--- src/design/rxc_defines.vh ---
// register map, field positions, reset values and timing counts of the receiver configuration
`ifndef RXC_DEFINES_VH
`define RXC_DEFINES_VH

`define RXC_ADDR_W 6
`define RXC_ADDR_CHANNEL_FILTER 6'h0a
`define RXC_ADDR_GAIN_CTRL 6'h0b
`define RXC_ADDR_FIRST_STAGE 6'h0c

`define RXC_RST_CHANNEL_FILTER 8'h00
`define RXC_RST_GAIN_CTRL 8'h1a
`define RXC_RST_FIRST_STAGE 8'hd8

// channel/filter register fields
`define RXC_F_RX_CHANNEL_SELECT 7
`define RXC_F_AM_MIXER 6
`define RXC_F_LP_HI 5
`define RXC_F_LP_LO 3
`define RXC_F_ZERO_HI 2
`define RXC_F_ZERO_LO 0

// gain control register fields
`define RXC_F_LOW_POWER 7
`define RXC_F_LF_SPLIT 6
`define RXC_F_LOWFREQ_INPUT_ENABLE 5
`define RXC_F_AGC_EN 4
`define RXC_F_AGC_FULL 3
`define RXC_F_AGC_ALG 2
`define RXC_F_SQ_DYN 1
`define RXC_F_PMIX_CLK 0

// first stage gain register fields
`define RXC_F_AM_GAIN_HI 7
`define RXC_F_AM_GAIN_LO 5
`define RXC_F_PM_GAIN_HI 4
`define RXC_F_PM_GAIN_LO 2
`define RXC_F_CLIP 1
`define RXC_F_FORCED 0

// timing
`define RXC_CLK_MHZ 20
`define RXC_SQ_START_US_X100 1888
`define RXC_SQ_START_CYC ((`RXC_SQ_START_US_X100 * `RXC_CLK_MHZ + 99) / 100)
`define RXC_MRT_STEP_FC 64
`define RXC_MRT_MIN_STEPS 4

`endif

--- src/design/rxc_receiver_config_regs.v ---
// receiver configuration registers with squelch timing and derived receive-chain controls
`default_nettype none
`include "rxc_defines.vh"

// Functional notes
// single channel enabled: select bit chooses AM/PM
// dual channels, manual mode: select bit picks framing
// demodulator bit: 0 peak, 1 mixer
// very high bitrate presets demodulator to mixer
// lowpass and zero codes reset 0, drive filter
// low power bit sets receiver low power
// LF split bit routes inputs to AM/PM
// LF enable routes low frequency to input
// gain control enable and scope, default one
// gain algorithm: 0 preset, 1 reset start
// host should prefer preset algorithm, short SOF
// dynamic squelch starts 18.88us after transmit ends
// mixer clock: driver or internal; single-ended internal
// three-bit first stage gain codes per channel
// clip bit clips stages; preset in peer mode
// forced gain bit overrides stage two/three gain
// host restarts receiver after clearing forced gain
// defaults 00, 1a, d8 at reset/set-default
// mask timer steps 64 carrier periods after transmit
module rxc_receiver_config_regs
(
   input wire CLK,
   input wire RESET,
   input wire SET_DEFAULT,
   input wire REG_WR,
   input wire [`RXC_ADDR_W-1:0] REG_ADDR,
   input wire [7:0] REG_WDATA,
   output reg [7:0] REG_RDATA,
   input wire RX_ENABLE,
   input wire RX_DUAL_CHANNEL,
   input wire MANUAL_CH_SELECT,
   input wire AUTO_FRAMING_PM,
   input wire VERY_HIGH_BITRATE,
   input wire PEER_ACTIVE_PRESET,
   input wire SINGLE_ENDED,
   input wire TX_END,
   input wire [7:0] MASK_RX_STEPS,
   input wire CARRIER_CLK_IN,
   output reg AM_CH_EN,
   output reg PM_CH_EN,
   output reg FRAMING_USES_PM,
   output reg AM_DEMOD_MIXER,
   output reg [2:0] LOWPASS_CODE,
   output reg [2:0] ZERO_SETTING,
   output reg RECEIVER_LOW_POWER,
   output reg LOWFREQ_INPUT_SPLIT,
   output reg LOWFREQ_INPUT_ENABLE,
   output reg AGC_ENABLE,
   output reg AGC_FULL_PERIOD,
   output reg AGC_ALG_RESET,
   output reg SQUELCH_ACTIVE,
   output reg MASK_RX_ACTIVE,
   output reg PM_MIXER_INTERNAL,
   output reg [2:0] AM_STAGE1_GAIN,
   output reg [2:0] PM_STAGE1_GAIN,
   output reg STAGE_CLIP,
   output reg FORCED_PEER_GAIN
);

   reg [7:0] channel_filter_cfg;
   reg [7:0] gain_ctrl_cfg;
   reg [7:0] first_stage_gain;
   reg very_high_bitrate_prev;
   reg peer_prev;
   reg fc_meta;
   reg fc_sync;
   reg fc_prev;
   reg [8:0] sq_delay;
   reg sq_wait;
   reg [5:0] fc_count;
   reg [7:0] step_count;
   reg [7:0] step_limit;
   reg next_squelch;
   wire fc_edge;
   wire very_high_bitrate_rise;
   wire peer_rise;
   wire [7:0] mrt_steps;
   wire fc_wrap;
   wire mask_done;
   wire sq_start;
   wire wr_channel_filter;
   wire wr_gain_ctrl;
   wire wr_first_stage;

   localparam [31:0] fc_last = `RXC_MRT_STEP_FC - 1;
   localparam [31:0] sq_last = `RXC_SQ_START_CYC - 1;

   // write strobes per register
   assign wr_channel_filter = REG_WR && REG_ADDR == `RXC_ADDR_CHANNEL_FILTER;
   assign wr_gain_ctrl = REG_WR && REG_ADDR == `RXC_ADDR_GAIN_CTRL;
   assign wr_first_stage = REG_WR && REG_ADDR == `RXC_ADDR_FIRST_STAGE;
   assign fc_edge = fc_sync & ~fc_prev;
   assign very_high_bitrate_rise = VERY_HIGH_BITRATE & ~very_high_bitrate_prev;
   assign peer_rise = PEER_ACTIVE_PRESET & ~peer_prev;

   assign mrt_steps = (MASK_RX_STEPS < 8'd`RXC_MRT_MIN_STEPS) ?
      8'd`RXC_MRT_MIN_STEPS : MASK_RX_STEPS;
   // last carrier edge of a mask step, and of the last step
   assign fc_wrap = MASK_RX_ACTIVE && fc_edge && fc_count == fc_last[5:0];
   assign mask_done = fc_wrap && step_count == step_limit - 8'd1;
   assign sq_start = sq_wait && sq_delay == sq_last[8:0];

   // register file, set-default wins over a same-cycle write
   always @(posedge CLK)
   begin
      if (RESET || SET_DEFAULT)
      begin
         channel_filter_cfg <= `RXC_RST_CHANNEL_FILTER;
      end
      else if (wr_channel_filter)
      begin
         channel_filter_cfg <= REG_WDATA;
      end
      else if (very_high_bitrate_rise)
      begin
         channel_filter_cfg[`RXC_F_AM_MIXER] <= 1'b1;
      end
   end

   always @(posedge CLK)
   begin
      if (RESET || SET_DEFAULT)
      begin
         gain_ctrl_cfg <= `RXC_RST_GAIN_CTRL;
      end
      else if (wr_gain_ctrl)
      begin
         gain_ctrl_cfg <= REG_WDATA;
      end
   end

   // a write wins over a same-cycle peer preset edge
   always @(posedge CLK)
   begin
      if (RESET || SET_DEFAULT)
      begin
         first_stage_gain <= `RXC_RST_FIRST_STAGE;
      end
      else if (wr_first_stage)
      begin
         first_stage_gain <= REG_WDATA;
      end
      else if (peer_rise)
      begin
         first_stage_gain[`RXC_F_CLIP] <= 1'b1;
         first_stage_gain[`RXC_F_FORCED] <= 1'b1;
      end
   end

   // read port, unmapped addresses read zero
   always @(posedge CLK)
   begin
      if (RESET)
      begin
         REG_RDATA <= 8'h00;
      end
      else if (REG_ADDR == `RXC_ADDR_CHANNEL_FILTER)
      begin
         REG_RDATA <= channel_filter_cfg;
      end
      else if (REG_ADDR == `RXC_ADDR_GAIN_CTRL)
      begin
         REG_RDATA <= gain_ctrl_cfg;
      end
      else if (REG_ADDR == `RXC_ADDR_FIRST_STAGE)
      begin
         REG_RDATA <= first_stage_gain;
      end
      else
      begin
         REG_RDATA <= 8'h00;
      end
   end

   // edge history and carrier synchroniser
   always @(posedge CLK)
   begin
      if (RESET)
      begin
         very_high_bitrate_prev <= 1'b0;
         peer_prev <= 1'b0;
         fc_meta <= 1'b0;
         fc_sync <= 1'b0;
         fc_prev <= 1'b0;
      end
      else
      begin
         very_high_bitrate_prev <= VERY_HIGH_BITRATE;
         peer_prev <= PEER_ACTIVE_PRESET;
         fc_meta <= CARRIER_CLK_IN;
         fc_sync <= fc_meta;
         fc_prev <= fc_sync;
      end
   end

   // mask timer after end of transmit
   always @(posedge CLK)
   begin
      if (RESET)
      begin
         MASK_RX_ACTIVE <= 1'b0;
         fc_count <= 6'd0;
         step_count <= 8'd0;
         step_limit <= 8'd0;
      end
      else if (TX_END)
      begin
         MASK_RX_ACTIVE <= 1'b1;
         fc_count <= 6'd0;
         step_count <= 8'd0;
         step_limit <= mrt_steps;
      end
      else if (MASK_RX_ACTIVE && fc_edge)
      begin
         if (fc_wrap)
         begin
            fc_count <= 6'd0;
            step_count <= step_count + 8'd1;
         end
         else
         begin
            fc_count <= fc_count + 6'd1;
         end
         if (mask_done)
         begin
            MASK_RX_ACTIVE <= 1'b0;
         end
      end
   end

   // squelch start delay, armed only with dynamic squelch set
   always @(posedge CLK)
   begin
      if (RESET)
      begin
         sq_wait <= 1'b0;
         sq_delay <= 9'd0;
      end
      else if (TX_END)
      begin
         sq_wait <= gain_ctrl_cfg[`RXC_F_SQ_DYN];
         sq_delay <= 9'd0;
      end
      else if (sq_wait)
      begin
         if (sq_start)
         begin
            sq_wait <= 1'b0;
         end
         sq_delay <= sq_delay + 9'd1;
      end
   end

   // squelch window output
   always @(posedge CLK)
   begin
      if (RESET || TX_END)
      begin
         SQUELCH_ACTIVE <= 1'b0;
      end
      else
      begin
         SQUELCH_ACTIVE <= next_squelch;
      end
   end

   // expiry clears on the same edge, so squelch never outlives the mask
   always @*
   begin
      next_squelch = SQUELCH_ACTIVE;
      if (sq_start && MASK_RX_ACTIVE)
      begin
         next_squelch = 1'b1;
      end
      if (!MASK_RX_ACTIVE || mask_done)
      begin
         next_squelch = 1'b0;
      end
   end

   // registered receive-chain controls
   always @(posedge CLK)
   begin
      if (RESET)
      begin
         AM_CH_EN <= 1'b0;
         PM_CH_EN <= 1'b0;
         FRAMING_USES_PM <= 1'b0;
         AM_DEMOD_MIXER <= 1'b0;
         LOWPASS_CODE <= 3'd0;
         ZERO_SETTING <= 3'd0;
         RECEIVER_LOW_POWER <= 1'b0;
         LOWFREQ_INPUT_SPLIT <= 1'b0;
         LOWFREQ_INPUT_ENABLE <= 1'b0;
         AGC_ENABLE <= 1'b0;
         AGC_FULL_PERIOD <= 1'b0;
         AGC_ALG_RESET <= 1'b0;
         PM_MIXER_INTERNAL <= 1'b0;
         AM_STAGE1_GAIN <= 3'd0;
         PM_STAGE1_GAIN <= 3'd0;
         STAGE_CLIP <= 1'b0;
         FORCED_PEER_GAIN <= 1'b0;
      end
      else
      begin
         if (!RX_ENABLE)
         begin
            AM_CH_EN <= 1'b0;
            PM_CH_EN <= 1'b0;
            FRAMING_USES_PM <= 1'b0;
         end
         else if (!RX_DUAL_CHANNEL)
         begin
            AM_CH_EN <= ~channel_filter_cfg[`RXC_F_RX_CHANNEL_SELECT];
            PM_CH_EN <= channel_filter_cfg[`RXC_F_RX_CHANNEL_SELECT];
            FRAMING_USES_PM <= channel_filter_cfg[`RXC_F_RX_CHANNEL_SELECT];
         end
         else
         begin
            AM_CH_EN <= 1'b1;
            PM_CH_EN <= 1'b1;
            FRAMING_USES_PM <= MANUAL_CH_SELECT ?
               channel_filter_cfg[`RXC_F_RX_CHANNEL_SELECT] : AUTO_FRAMING_PM;
         end
         AM_DEMOD_MIXER <= channel_filter_cfg[`RXC_F_AM_MIXER];
         LOWPASS_CODE <= channel_filter_cfg[`RXC_F_LP_HI:`RXC_F_LP_LO];
         ZERO_SETTING <= channel_filter_cfg[`RXC_F_ZERO_HI:`RXC_F_ZERO_LO];
         RECEIVER_LOW_POWER <= gain_ctrl_cfg[`RXC_F_LOW_POWER];
         LOWFREQ_INPUT_SPLIT <= gain_ctrl_cfg[`RXC_F_LF_SPLIT];
         LOWFREQ_INPUT_ENABLE <= gain_ctrl_cfg[`RXC_F_LOWFREQ_INPUT_ENABLE];
         AGC_ENABLE <= gain_ctrl_cfg[`RXC_F_AGC_EN];
         AGC_FULL_PERIOD <= gain_ctrl_cfg[`RXC_F_AGC_FULL];
         AGC_ALG_RESET <= gain_ctrl_cfg[`RXC_F_AGC_ALG];
         PM_MIXER_INTERNAL <= gain_ctrl_cfg[`RXC_F_PMIX_CLK] | SINGLE_ENDED;
         AM_STAGE1_GAIN <= first_stage_gain[`RXC_F_AM_GAIN_HI:`RXC_F_AM_GAIN_LO];
         PM_STAGE1_GAIN <= first_stage_gain[`RXC_F_PM_GAIN_HI:`RXC_F_PM_GAIN_LO];
         STAGE_CLIP <= first_stage_gain[`RXC_F_CLIP];
         FORCED_PEER_GAIN <= first_stage_gain[`RXC_F_FORCED];
      end
   end

endmodule
`default_nettype wire

--- config.mk ---
export PLATFORM = sky130hd
export DESIGN_NAME = rxc_receiver_config_regs
export DESIGN_NICKNAME = d
export VERILOG_FILES = /design/src/design/rxc_receiver_config_regs.v
export VERILOG_INCLUDE_DIRS = /design/src /design/src/design
export SDC_FILE = /design/constraint.sdc
export NUM_CORES = 1
export LEC_CHECK = 0
export ABC_AREA = 0
export BUFFER_PORTS_ARGS = -buffer_cell sky130_fd_sc_hd__buf_4
export CAP_MARGIN = 20
export CORE_AREA = 2 2 120 64
export DETAILED_ROUTE_END_ITERATION = 8
export DIE_AREA = 0 0 122 66
export PLACE_DENSITY_LB_ADDON = 0.1
export SLEW_MARGIN = 20
export SYNTH_ARGS = -nofsm -noshare
export SYNTH_HDL_FRONTEND = slang
export SYNTH_SLANG_ARGS = --single-unit
--- constraint.sdc ---
create_clock -name CLK -period 2 [get_ports CLK]
set_input_delay 0 -clock CLK [delete_from_list [all_inputs] [get_ports CLK]]
set_output_delay 0 -clock CLK [all_outputs]
set_load 0.01 [all_outputs]
== Yosys cells after proc, flatten, opt, wreduce, memory -nomap -nowiden ==
Cells that the tools add are included.

* Register bits: 96
* Output and inout bits: 35

* Add/subtract/negate cells: 4
* Order comparisons: 1
* Equal/unequal tests: 6
* Muxes and demuxes: 19
* Bitwise gates (word level): 9
* Reductions and logical operators: 21

{| class="wikitable"
|+ Operators by type and width
! cell !! count
|-
| 8-bit 2-to-1 mux || 4
|-
| 6-bit by 4-bit equality test with 1-bit output, second input constant || 3
|-
| 1-bit 2-to-1 mux || 12
|-
| 9-bit by 1-bit adder with 9-bit output, second input constant || 1
|-
| 9-bit equality test, second input constant || 1
|-
| 8-bit by 1-bit adder with 8-bit output, second input constant || 1
|-
| 8-bit equality test || 1
|-
| 1-bit logical AND || 8
|-
| 8-bit by 3-bit less-than comparator with 1-bit output, second input constant || 1
|-
| 2-bit nonzero test || 4
|-
| 8-bit by 1-bit subtractor with 8-bit output, second input constant || 1
|-
| 6-bit by 1-bit adder with 6-bit output, second input constant || 1
|-
| 6-bit equality test, second input constant || 1
|-
| 6-bit 2-to-1 mux || 1
|-
| 2-bit OR reduction || 3
|-
| 1-bit NOT || 5
|-
| 2-bit 2-to-1 mux || 2
|-
| 2-bit AND reduction || 2
|-
| 1-bit AND || 3
|-
| 1-bit logical OR || 3
|-
| 1-bit zero test || 1
|-
| 1-bit bitwise OR || 1
|}

== Depth between registers and ports, before layout ==
Gate-level depths: netlist of run 1.

* Word-level depth: 8
* Mapped depth: 7
* Depth with buffers taken out: 7

== Worst setup path after synthesis of run 1 ==
No wires, ideal clock.

* Path type: register -> register
* Start point: reg step_limit[0]
* End point: reg SQUELCH_ACTIVE
* Setup time: 103 ps
* Arrival time: 1498 ps
* Required time: 1897 ps
* Slack: 399 ps
* Stages on the path, launching flop included: 8
* Path buffers: 0
* Clock period less this slack: 1601 ps
* Cells stage by stage: dfxtp_1 inv_1 ha_1 nor3b_1 xnor2_1 nor4_1 and3_1 a2111oi_2

* Word-level cells in the longest chain between the ends: 5

{| class="wikitable"
|+ Ends and longest elaborated chain
! element !! RTL line !! text
|-
| from (decl) || rxc_receiver_config_regs.v:77 || <nowiki>reg [7:0] step_limit;</nowiki>
|-
| from (signal assigned) || rxc_receiver_config_regs.v:216 || <nowiki>step_limit <= mrt_steps;</nowiki>
|-
| 8-bit by 1-bit subtractor with 8-bit output || rxc_receiver_config_regs.v:105 || <nowiki>assign mask_done = fc_wrap && step_count == step_limit - 8'd1;</nowiki>
|-
| 8-bit equality test || rxc_receiver_config_regs.v:105 ||
|-
| 1-bit logical AND || rxc_receiver_config_regs.v:105 ||
|-
| 1-bit logical OR || rxc_receiver_config_regs.v:280 || <nowiki>if (!MASK_RX_ACTIVE || mask_done)</nowiki>
|-
| 2-bit OR reduction (no source line) || - ||
|-
| to (signal assigned) || rxc_receiver_config_regs.v:268 || <nowiki>SQUELCH_ACTIVE <= next_squelch;</nowiki>
|-
| to (decl) || rxc_receiver_config_regs.v:56 || <nowiki>output reg SQUELCH_ACTIVE,</nowiki>
|}

Every way passes these cells.
A chain may end at the register's enable or synchronous reset.

== Worst setup path after layout of run 1 ==
* Start point: in MANUAL_CH_SELECT
* End point: reg FRAMING_USES_PM

* Word-level cells in the longest chain between the ends: 2

{| class="wikitable"
|+ Ends and longest elaborated chain
! element !! RTL line !! text
|-
| from (decl) || rxc_receiver_config_regs.v:36 || <nowiki>input wire MANUAL_CH_SELECT,</nowiki>
|-
| 1-bit 2-to-1 mux || rxc_receiver_config_regs.v:327 || <nowiki>FRAMING_USES_PM <= MANUAL_CH_SELECT ?</nowiki>
|-
| 1-bit 2-to-1 mux || rxc_receiver_config_regs.v:317 || <nowiki>else if (!RX_DUAL_CHANNEL)</nowiki>
|-
| to (signal assigned) || rxc_receiver_config_regs.v:321 || <nowiki>FRAMING_USES_PM <= channel_filter_cfg[`RXC_F_RX_CHANNEL_SELECT];</nowiki>
|-
| to (signal assigned) || rxc_receiver_config_regs.v:327 ||
|-
| to (decl) || rxc_receiver_config_regs.v:46 || <nowiki>output reg FRAMING_USES_PM,</nowiki>
|}

Every way passes these cells.

==> results.ini, run 1 <==
[synthesis]
async_flop_share = 0
synthesis.area_um2 = 3746
yosysUniqueCellTypes = 44
synth_top_area_cell = dfxtp_1
ys.flop_type = dfxtp_1
ys_warn_count = 0
syn_nets = 452
synth_edf_count = 0
yosysSeqAreaShare = 0.5130
netlist.area_leader.share = 0.5130
ys_ff_latch = 96
syn_avg_cell_area_um2 = 9.092
synthCells = 412
yosys-top-cells-area = dfxtp_1 51%, nor2_1 4.7%, nand2_1 4.6%, nor2b_1 4.5%, nand3_1 4.4%

[timing]
slew_headroom = 0.6594
post-route-period-util = 0.9174
setup_violations = 0
drv_slew = 0
skew_ns = 0.008395
hold_violations = 0
rsz0062_at_grt = no
timing.final.ws_setup_ns = 0.1652
worstMarginPinSlew_ns = 0.5090
layout_min_cycle_time_ns = 1.835
tns_ns = 0
hold_slack_ns = 0.02874
max_freq_mhz = 545.0

[drt]
drt-total-wl_um = 8535
via_per_inst = 5.114
firstDrtPassIters = 5
drc = 0
drt_iter0_markers = 162
ant_nets = 0
routed-via-count = 3099
wl_per_cell_um = 14.08

[finish]
final_cells = 606
fin_nets = 545
n_fill_cell = 552
fin_area_um2 = 4917
syn2layout_area_growth_pct = 31.26
layout-drive-gt1-share = 0.1941
diodes = 0

[clocking]
cts_tree = built
clockBufferDepth = 2
clk_latency_ns = 0.34
postCtsSetupBuffers = 0
cts_root_buffer = clkbuf_16
htreeDepth = 3
cts_sinks = 96
clk_pin_slew_ns = 0.07
numCtsBuffers = 9

[global_route]
grt_pass1_vias = 2916
grt_overflow_total = 0
grt_pass1_wl_um = 14060
antenna_found_initial = 0
grt_use_total = 0.2294
grt_max_degree = 50

[die]
num_rows = 22
design.die.area_um2 = 8052
die_w_um = 122
ios = 70
fp.dieH_um = 66
start_util = 0.5337
core-area_um2 = 7019

[pwr]
powerDensity_nw_per_um2 = 793.7
vdd_drop_max_mv = 0.6022
p_leak_nw = 2.001

[placement]
place_ws_ns = 0.1751
gp_congestion = 0.8302
io_buffers = 69
dp_hpwl_um = 5831
post_dp_cell_area_um2 = 4313
dp_cells = 559

[setup_path]
worst-endpoint-arrival_ns = 2.11
end_kind = flop
worstSetupPathType = primary input to flop
worstPathMaxFanout = 2
crit_required_ns = 2.28
crit_path_start_kind = primary input

[run]
maxCapViolations = 0

[min_path]
hold_path.class = primary input to flop

[outcome]
status = complete, no violations

flip-flops by register name, indices dropped and copies added, names as in the netlist, 3 cells and up:
signal,count
AM_STAGE1_GAIN,3
REG_RDATA,8
LOWPASS_CODE,3
first_stage_gain,8
fc_count,6
PM_STAGE1_GAIN,3
channel_filter_cfg,8
ZERO_SETTING,3
gain_ctrl_cfg,8
step_count,8
sq_delay,9
step_limit,8
final timing paths:
check	from	end	slack, ns	cells past startpoint
min	TX_END	sq_wait	0.03	3
max reg2reg	step_limit[0]	SQUELCH_ACTIVE	0.17	7
min reg2reg	fc_meta	fc_sync	0.45	1
max	MANUAL_CH_SELECT	FRAMING_USES_PM	0.17	6
Yosys cell counts, drive strengths merged (2+ instances only):
library cell	number
dfxtp	96
nor2	47
nand2	46
nand3	33
nor2b	27
a21oi	24
nor3	17
xor2	16
xnor2	13
clkbuf	11
buf	10
inv	9
a221oi	8
mux2i	8
ha	5
nand4	5
and3	4
nand3b	4
nand2b	3
nor4	3
or2	3
a211oi	2
nor3b	2
o21ai	2
or3	2
cells by family after synthesis:
logic type / share of synthesized area
fa+ha+maj: 0.01670
simple gates: 0.2732
compound gates: 0.07382
buf+inv: 0.03406
xor+xnor: 0.06780
flops: 0.5130
mux: 0.02138
cell type report:
type	instances	area, um^2	area share
Clock buffer	10	239.0	0.04860
Clock inverter	6	50.05	0.01018
Inverter	9	33.78	0.006870
Multi-Input combinational cell	286	1702	0.3461
Sequential cell	96	1922	0.3908
Tap cell	96	120.1	0.02443
Timing Repair Buffer	103	850.8	0.1730
worst max-delay path: stages:
cell	delay, ns
dlygate4sd3_1	0.54
buf_4	0.13
nand3b_1	0.15
dlygate4sd3_1	0.58
a21oi_1	0.14
dlygate4sd3_1	0.56
metrics by stage:
stage | util | power [W]
3_5_place_dp | 0.6144 | 0.002270
2_1_floorplan | - | 0.002152
6_report | 0.7005 | 0.003903
3_3_place_gp | 0.6144 | 0.002264
5_1_grt | 0.7005 | 0.004065
4_1_cts | 0.6998 | 0.003928
placed cells by master, fill, tap and decap left out, types with 2 or more instances in the layout:
master and instances:
a221oi_1 8, nor4_1 2, o21ai_0 2, or2_2 3, nor2_1 47, and3_1 3, inv_6 4, nand3b_1 3
buf_4 72, nor3_1 16, dfxtp_1 96, dlygate4sd3_1 31, inv_1 9, or3_1 2, a21oi_1 24, nor3b_2 2
mux2i_1 8, nand4_1 5, clkbuf_16 9, xnor2_1 13, clkinvlp_4 2, xor2_1 16, a211oi_1 2, nand2b_1 3
ha_1 5, nand2_1 46, nand3_1 33, nor2b_1 27
report_power, final:
group	switching, W	leakage [nW]	internal (W)
sequential	0.0000281	0.781	0.00195
combinational	0.000138	1.08	0.000157
clock	0.000738	0.137	0.000894
repair_timing:
| action | CTS | global route |
|---|---|---|
| resized for setup | 0 | 1 |
| endpoints found under the setup margin | 0 | 1 |
| hold buffers | 31 | 0 |
| endpoints found under the hold margin | 39 | 0 |
layer usage:
metal  routed length (um)  vias up  global-route usage
met2                 3539      111              0.3289
met3                  613        6             0.06121
li1                     -     1577                   -
met4                   67        0             0.07040
met5                    0        -                   0
met1                 4314     1405              0.3355
Note: power is estimated with default switching activity, not from simulation.
==> run 2: changes to the inputs <==
--- a/config.mk
+++ b/config.mk
@@ -13,6 +13,7 @@
 export DETAILED_ROUTE_END_ITERATION = 8
 export DIE_AREA = 0 0 122 66
 export PLACE_DENSITY_LB_ADDON = 0.1
+export REMOVE_ABC_BUFFERS = 1
 export SLEW_MARGIN = 20
 export SYNTH_ARGS = -nofsm -noshare
 export SYNTH_HDL_FRONTEND = slang
==> results.ini, run 2 (synthesized netlist as in run 1, its figures left out) <==
[finish]
fin_area_um2 = 4964  ; was 4917 um^2
layout-drive-gt1-share = 0.1973  ; was 0.1941
n_fill_cell = 560  ; was 552
largest_reg_flops = 9  ; unchanged
multi_input_area_um2 = 1702  ; unchanged
syn2layout_area_growth_pct = 32.50  ; was 31.26%
seq_area_um2 = 1922  ; unchanged
diodes = 0  ; unchanged
largest-register = sq_delay  ; unchanged
layout_common_cells = 96 x dfxtp_1, 74 x buf_4, 47 x nor2_1, 46 x nand2_1, 33 x nand3_1  ; was 96 x dfxtp_1, 72 x buf_4, 47 x nor2_1, 46 x nand2_1, 33 x nand3_1
fin_nets = 547  ; was 545
final_common_cell = dfxtp_1  ; unchanged

[timing]
tns_ns = 0  ; unchanged
rsz0062_at_grt = no  ; unchanged
worstMarginPinSlew_ns = 0.5383  ; was 0.5090 ns
post-route-period-util = 0.9081  ; was 0.9174
max_freq_mhz = 550.6  ; was 545.0 MHz
skew_ns = 0.002959  ; was 0.008395 ns
drv_slew = 0  ; unchanged
layout_min_cycle_time_ns = 1.816  ; was 1.835 ns
hold_violations = 0  ; unchanged
slew_headroom = 0.6391  ; was 0.6594
setup_violations = 0  ; unchanged

[clocking]
clk_pin_slew_ns = 0.06  ; was 0.07 ns
htreeDepth = 3  ; unchanged
cts_root_buffer = clkbuf_16  ; unchanged
cts_sinks = 96  ; unchanged
numCtsBuffers = 9  ; unchanged
postCtsSetupBuffers = 0  ; unchanged
clockBufferDepth = 2  ; unchanged
cts_tree = built  ; unchanged
clk_latency_ns = 0.34  ; about the same

[drt]
ant_nets = 0  ; unchanged
drc = 0  ; unchanged
firstDrtPassIters = 5  ; unchanged
wl_per_cell_um = 14.28  ; was 14.08 um
drt-total-wl_um = 8683  ; was 8535 um
routed-via-count = 3146  ; was 3,099
drt_iter0_markers = 227  ; was 162
via_per_inst = 5.174  ; was 5.114

[global_route]
grt_use_total = 0.2310  ; was 0.2294
grt_overflow_total = 0  ; unchanged
antenna_found_initial = 0  ; unchanged
grt_pass1_vias = 2815  ; was 2,916
grtUsageMet1 = 0.3407  ; was 0.3355
grt-busiest-layer = met1  ; unchanged
grt_max_degree = 34  ; was 50
grtUsageMet3 = 0.07069  ; was 0.06121
use_met2 = 0.3226  ; was 0.3289
grt_pass1_wl_um = 14150  ; was 14,060 um

[pwr]
finalPower_w = 0.004092  ; was 0.003903 W
p_leak_nw = 2.030  ; was 2.001 nW
powerDensity_nw_per_um2 = 824.4  ; was 793.7 nW/um^2
vdd_drop_max_mv = 0.9329  ; was 0.6022 mV

[setup_path]
worstSetupPathType = primary input to flop  ; unchanged
crit_path_end = FRAMING_USES_PM  ; unchanged
cp_num_cells = 6  ; unchanged
critical_path.top_delay_family = buffers and inverters  ; unchanged
r2r_start = step_limit[0]  ; unchanged
critPathBufInv = 4  ; unchanged
worstPathMaxFanout = 2  ; unchanged
crit_top_cell = dlygate4sd3_1  ; unchanged
crit_required_ns = 2.28  ; about the same
r2r_cells = 7  ; unchanged
critPathMaxStageDelay_ns = 0.57  ; was 0.58 ns
startpoint = MANUAL_CH_SELECT  ; unchanged
reg2reg_slack_ns = 0.19  ; was 0.17 ns
path_cells = dlygate4sd3_1 > buf_4 > nand3b_1 > dlygate4sd3_1 > a21oi_1 > dlygate4sd3_1  ; unchanged
worst-endpoint-arrival_ns = 2.10  ; was 2.11 ns
crit_path_start_kind = primary input  ; unchanged
cp_slowest_cell = dlygate4sd3_1  ; unchanged
timing.rr.end = SQUELCH_ACTIVE  ; unchanged
end_kind = flop  ; unchanged

[placement]
gp_congestion = 0.8215  ; was 0.8302
dp_hpwl_um = 5950  ; was 5831 um
io_buffers = 69  ; unchanged
post_dp_cell_area_um2 = 4328  ; was 4313 um^2

[die]
core-area_um2 = 7019  ; unchanged
ios = 70  ; unchanged
num_rows = 22  ; unchanged
start_util = 0.5337  ; unchanged
design.die.area_um2 = 8052  ; unchanged
fp.dieH_um = 66  ; unchanged
die_w_um = 122  ; unchanged

[run]
maxCapViolations = 0  ; unchanged

[min_path]
hold_path.class = primary input to flop  ; unchanged
hp-start = TX_END  ; unchanged

[outcome]
status = complete, no violations  ; unchanged

==> run 2: changes by cell type in the layout (fill, tap and decap cells not counted), sizes merged <==
cell	delta
clkinvlp	-1
buf	+2
clkbuf	-1
inv	-3
bufinv	+2
clkinv	+3
==> run 2: repair_timing <==
action / CTS / global route
hold buffers: 31 / 0
gates resized for setup: 0 / 1
endpoints found under the hold margin: 39 / 0
setup endpoints to repair: 0 / 1
==> run 2: worst min path at each step <==
stage                                    to  slack, ns  cells after the start
after floorplan                     sq_wait       0.07                      1
after global placement    PM_MIXER_INTERNAL       0.21                      3
after detailed placement            fc_meta       0.22                      2
after CTS                     step_limit[2]       0.03                      2
after global routing          step_limit[2]       0.03                      2
final                         step_limit[2]       0.04                      2
==> run 2: final cells by class <==
class                   count  share of cell area
flip-flops and latches     96              0.3872
multi-input cells         286              0.3428
repair buffers            105              0.1744
clock buffers               9             0.04537
well taps                  96             0.02420
clock inverters             7             0.01916
inverters                   9            0.006806
==> run 2: report_power, final <==
part           switching [W]  total, W  leakage (nW)  internal [W]
Clock               0.000717   0.00181         0.156       0.00110
Sequential         0.0000273   0.00197         0.781       0.00195
Combinational       0.000143  0.000303          1.09      0.000160
Total               0.000888   0.00409          2.03       0.00320
==> run 2: through the flow <==
step	util	setup slack, ns	cells	hold slack (ns)
2_1_floorplan	-	0.3987	391	0.06907
3_3_place_gp	0.6166	0.3187	561	0.2091
3_5_place_dp	0.6166	0.2199	561	0.2206
4_1_cts	0.7064	0.1677	608	0.02504
5_1_grt	0.7071	0.03520	608	0.03337
6_report	0.7071	0.1839	608	0.03750
==> run 2: metal layers <==
layer | wire (um) | vias up
met5 | 0 | -
met2 | 3549 | 116
met4 | 84 | 0
li1 | - | 1590
met1 | 4373 | 1431
met3 | 676 | 9
==> run 2: worst reg2reg max path, cell delays in order (launching register included) <==
cell and delay, ns:
dfxtp_1 0.39, inv_1 0.09, ha_1 0.25, nor3b_2 0.17, xnor2_1 0.16, nor4_1 0.07, and3_1 0.21, a2111oi_2 0.36
==> run 3: changes to the inputs <==
--- a/config.mk
+++ b/config.mk
@@ -9,9 +9,9 @@
 export ABC_AREA = 0
 export BUFFER_PORTS_ARGS = -buffer_cell sky130_fd_sc_hd__buf_4
 export CAP_MARGIN = 20
-export CORE_AREA = 2 2 120 64
+export CORE_AREA = 2 2 99 77
 export DETAILED_ROUTE_END_ITERATION = 8
-export DIE_AREA = 0 0 122 66
+export DIE_AREA = 0 0 101 79
 export PLACE_DENSITY_LB_ADDON = 0.1
 export REMOVE_ABC_BUFFERS = 1
 export SLEW_MARGIN = 20
==> results.ini, run 3 (synthesized netlist as in run 1, its figures left out) <==
[drt]
wl_met3_um = 547  ; was 676 um
top_layer = met4  ; unchanged
firstDrtPassIters = 4  ; was 5
via_per_inst = 5.146  ; was 5.174
met2_length_um = 3563  ; was 3549 um
met1Wirelength_um = 3983  ; was 4373 um
drc = 0  ; unchanged
wl_per_cell_um = 13.65  ; was 14.28 um
routed-via-count = 3093  ; was 3,146
ant_nets = 0  ; unchanged
drt-total-wl_um = 8202  ; was 8683 um
drt_iter0_markers = 141  ; was 227

[timing]
skew_ns = 0.009398  ; was 0.002959 ns
rsz0062_at_grt = no  ; unchanged
max_freq_mhz = 543.0  ; was 550.6 MHz
drv_slew = 0  ; unchanged
post-route-period-util = 0.9208  ; was 0.9081
slew_headroom = 0.6251  ; was 0.6391
setup_violations = 0  ; unchanged
hold_violations = 0  ; unchanged
worstMarginPinSlew_ns = 0.5603  ; was 0.5383 ns
timing.final.ws_setup_ns = 0.1584  ; was 0.1839 ns
layout_min_cycle_time_ns = 1.842  ; was 1.816 ns
tns_ns = 0  ; unchanged

[setup_path]
r2r_cells = 7  ; unchanged
r2r_start = step_limit[0]  ; unchanged
reg2reg_slack_ns = 0.16  ; was 0.19 ns
worstPathMaxFanout = 4  ; was 2
end_kind = flop  ; unchanged
timing.rr.end = SQUELCH_ACTIVE  ; unchanged
crit_path_start_kind = flop  ; was primary input
worstSetupPathType = flop to flop  ; was primary input to flop
worst-endpoint-arrival_ns = 2.10  ; about the same
crit_required_ns = 2.26  ; was 2.28 ns

[placement]
post_dp_cell_area_um2 = 4317  ; was 4328 um^2
dp_hpwl_um = 5351  ; was 5950 um
io_buffers = 69  ; unchanged
place_ws_ns = 0.1979  ; was 0.2199 ns
gp_congestion = 0.8091  ; was 0.8215

[clocking]
clk_latency_ns = 0.36  ; was 0.34 ns
numCtsBuffers = 9  ; unchanged
cts_sinks = 96  ; unchanged
clk_pin_slew_ns = 0.09  ; was 0.06 ns
cts_resized = 0  ; unchanged
cts_tree = built  ; unchanged
htreeDepth = 3  ; unchanged
clockBufferDepth = 2  ; unchanged
cts_root_buffer = clkbuf_8  ; was clkbuf_16

[finish]
fin_util = 0.6792  ; was 0.7071
multi_input_area_um2 = 1697  ; was 1702 um^2
final_common_cell = dfxtp_1  ; unchanged
largest_reg_flops = 9  ; unchanged
diodes = 0  ; unchanged
fin_nets = 549  ; was 547
layout_common_cells = 96 x dfxtp_1, 74 x buf_4, 47 x nor2_1, 46 x nand2_1  ; was 96 x dfxtp_1, 74 x buf_4, 47 x nor2_1, 46 x nand2_1, 33 x nand3_1
largest-register = sq_delay  ; unchanged
syn2layout_area_growth_pct = 28.62  ; was 32.50%
fin_area_um2 = 4818  ; was 4964 um^2
n_fill_cell = 585  ; was 560
layout-drive-gt1-share = 0.1926  ; was 0.1973
seq_area_um2 = 1922  ; unchanged

[global_route]
grt_max_degree = 34  ; unchanged
grt_use_total = 0.2159  ; was 0.2310
antenna_found_initial = 0  ; unchanged
grt_pass1_vias = 2908  ; was 2,815
grt_overflow_total = 0  ; unchanged
grt_pass1_wl_um = 13630  ; was 14,150 um

[min_path]
min_to = channel_filter_cfg[3]  ; was step_limit[2]
holdPathStages = 3  ; was 2
hp-start = REG_WR  ; was TX_END
hold_path.class = primary input to flop  ; unchanged

[pwr]
p_leak_nw = 1.964  ; was 2.030 nW
vdd_drop_max_mv = 0.4236  ; was 0.9329 mV
powerDensity_nw_per_um2 = 704.6  ; was 824.4 nW/um^2

[die]
design.die.area_um2 = 7979  ; was 8052 um^2
ios = 70  ; unchanged
num_rows = 27  ; was 22
die_w_um = 101  ; was 122 um
core-area_um2 = 7094  ; was 7019 um^2
start_util = 0.5280  ; was 0.5337
fp.dieH_um = 79  ; was 66 um

[outcome]
status = complete, no violations  ; unchanged

[run]
maxCapViolations = 0  ; unchanged

==> run 3: area by class of cell <==
type                       instances  share of cell area
sequential                        96              0.3989
clock inverter                     6            0.009089
inverter                           9            0.007011
multi-input combinational        286              0.3521
clock buffer                      10             0.02649
tap                               87             0.02259
timing repair buffer             107              0.1838
==> run 3: repair_timing <==
item	CTS	global route
hold buffers	33	0
buffers inserted	0	0
hold endpoints to repair	40	0
==> run 3: per-stage QoR <==
| stage | hold slack (ns) | instances | power, W |
|---|---|---|---|
| 5_1_grt | 0.02249 | 601 | 0.003536 |
| 3_5_place_dp | 0.2184 | 552 | 0.002270 |
| 3_3_place_gp | 0.2054 | 552 | 0.002265 |
| 4_1_cts | 0.001873 | 601 | 0.003426 |
| 6_report | 0.02028 | 601 | 0.003395 |
| 2_1_floorplan | 0.06907 | 391 | 0.002129 |
==> run 3: power by group <==
| group | internal (W) | total (W) | switching (W) |
|---|---|---|---|
| clock | 0.000459 | 0.00112 | 0.000664 |
| sequential | 0.00195 | 0.00197 | 0.0000260 |
| combinational | 0.000160 | 0.000300 | 0.000140 |
| total | 0.00257 | 0.00340 | 0.000830 |
==> run 3: worst max path at each step <==
stage | startpoint | endpoint | slack, ns
after global placement | step_limit[0] | SQUELCH_ACTIVE | 0.33
after CTS | step_limit[0] | SQUELCH_ACTIVE | 0.17
after floorplan | step_limit[0] | SQUELCH_ACTIVE | 0.40
after detailed placement | step_limit[0] | SQUELCH_ACTIVE | 0.20
final | step_limit[0] | SQUELCH_ACTIVE | 0.16
after global routing | step_limit[0] | SQUELCH_ACTIVE | 0.04
==> run 3: per-layer routing <==
layer,track usage,up-vias
li1,-,1584
met1,0.3021,1404
met2,0.3360,95
met3,0.04489,10
met4,0.06622,0
met5,0,-
==> run 3: critical path: stages (launching register included) <==
cell,delay [ns]
dfxtp_1,0.39
inv_1,0.08
ha_1,0.25
xnor2_1,0.24
xnor2_1,0.17
nor4_1,0.06
and3_1,0.21
a2111oi_2,0.34
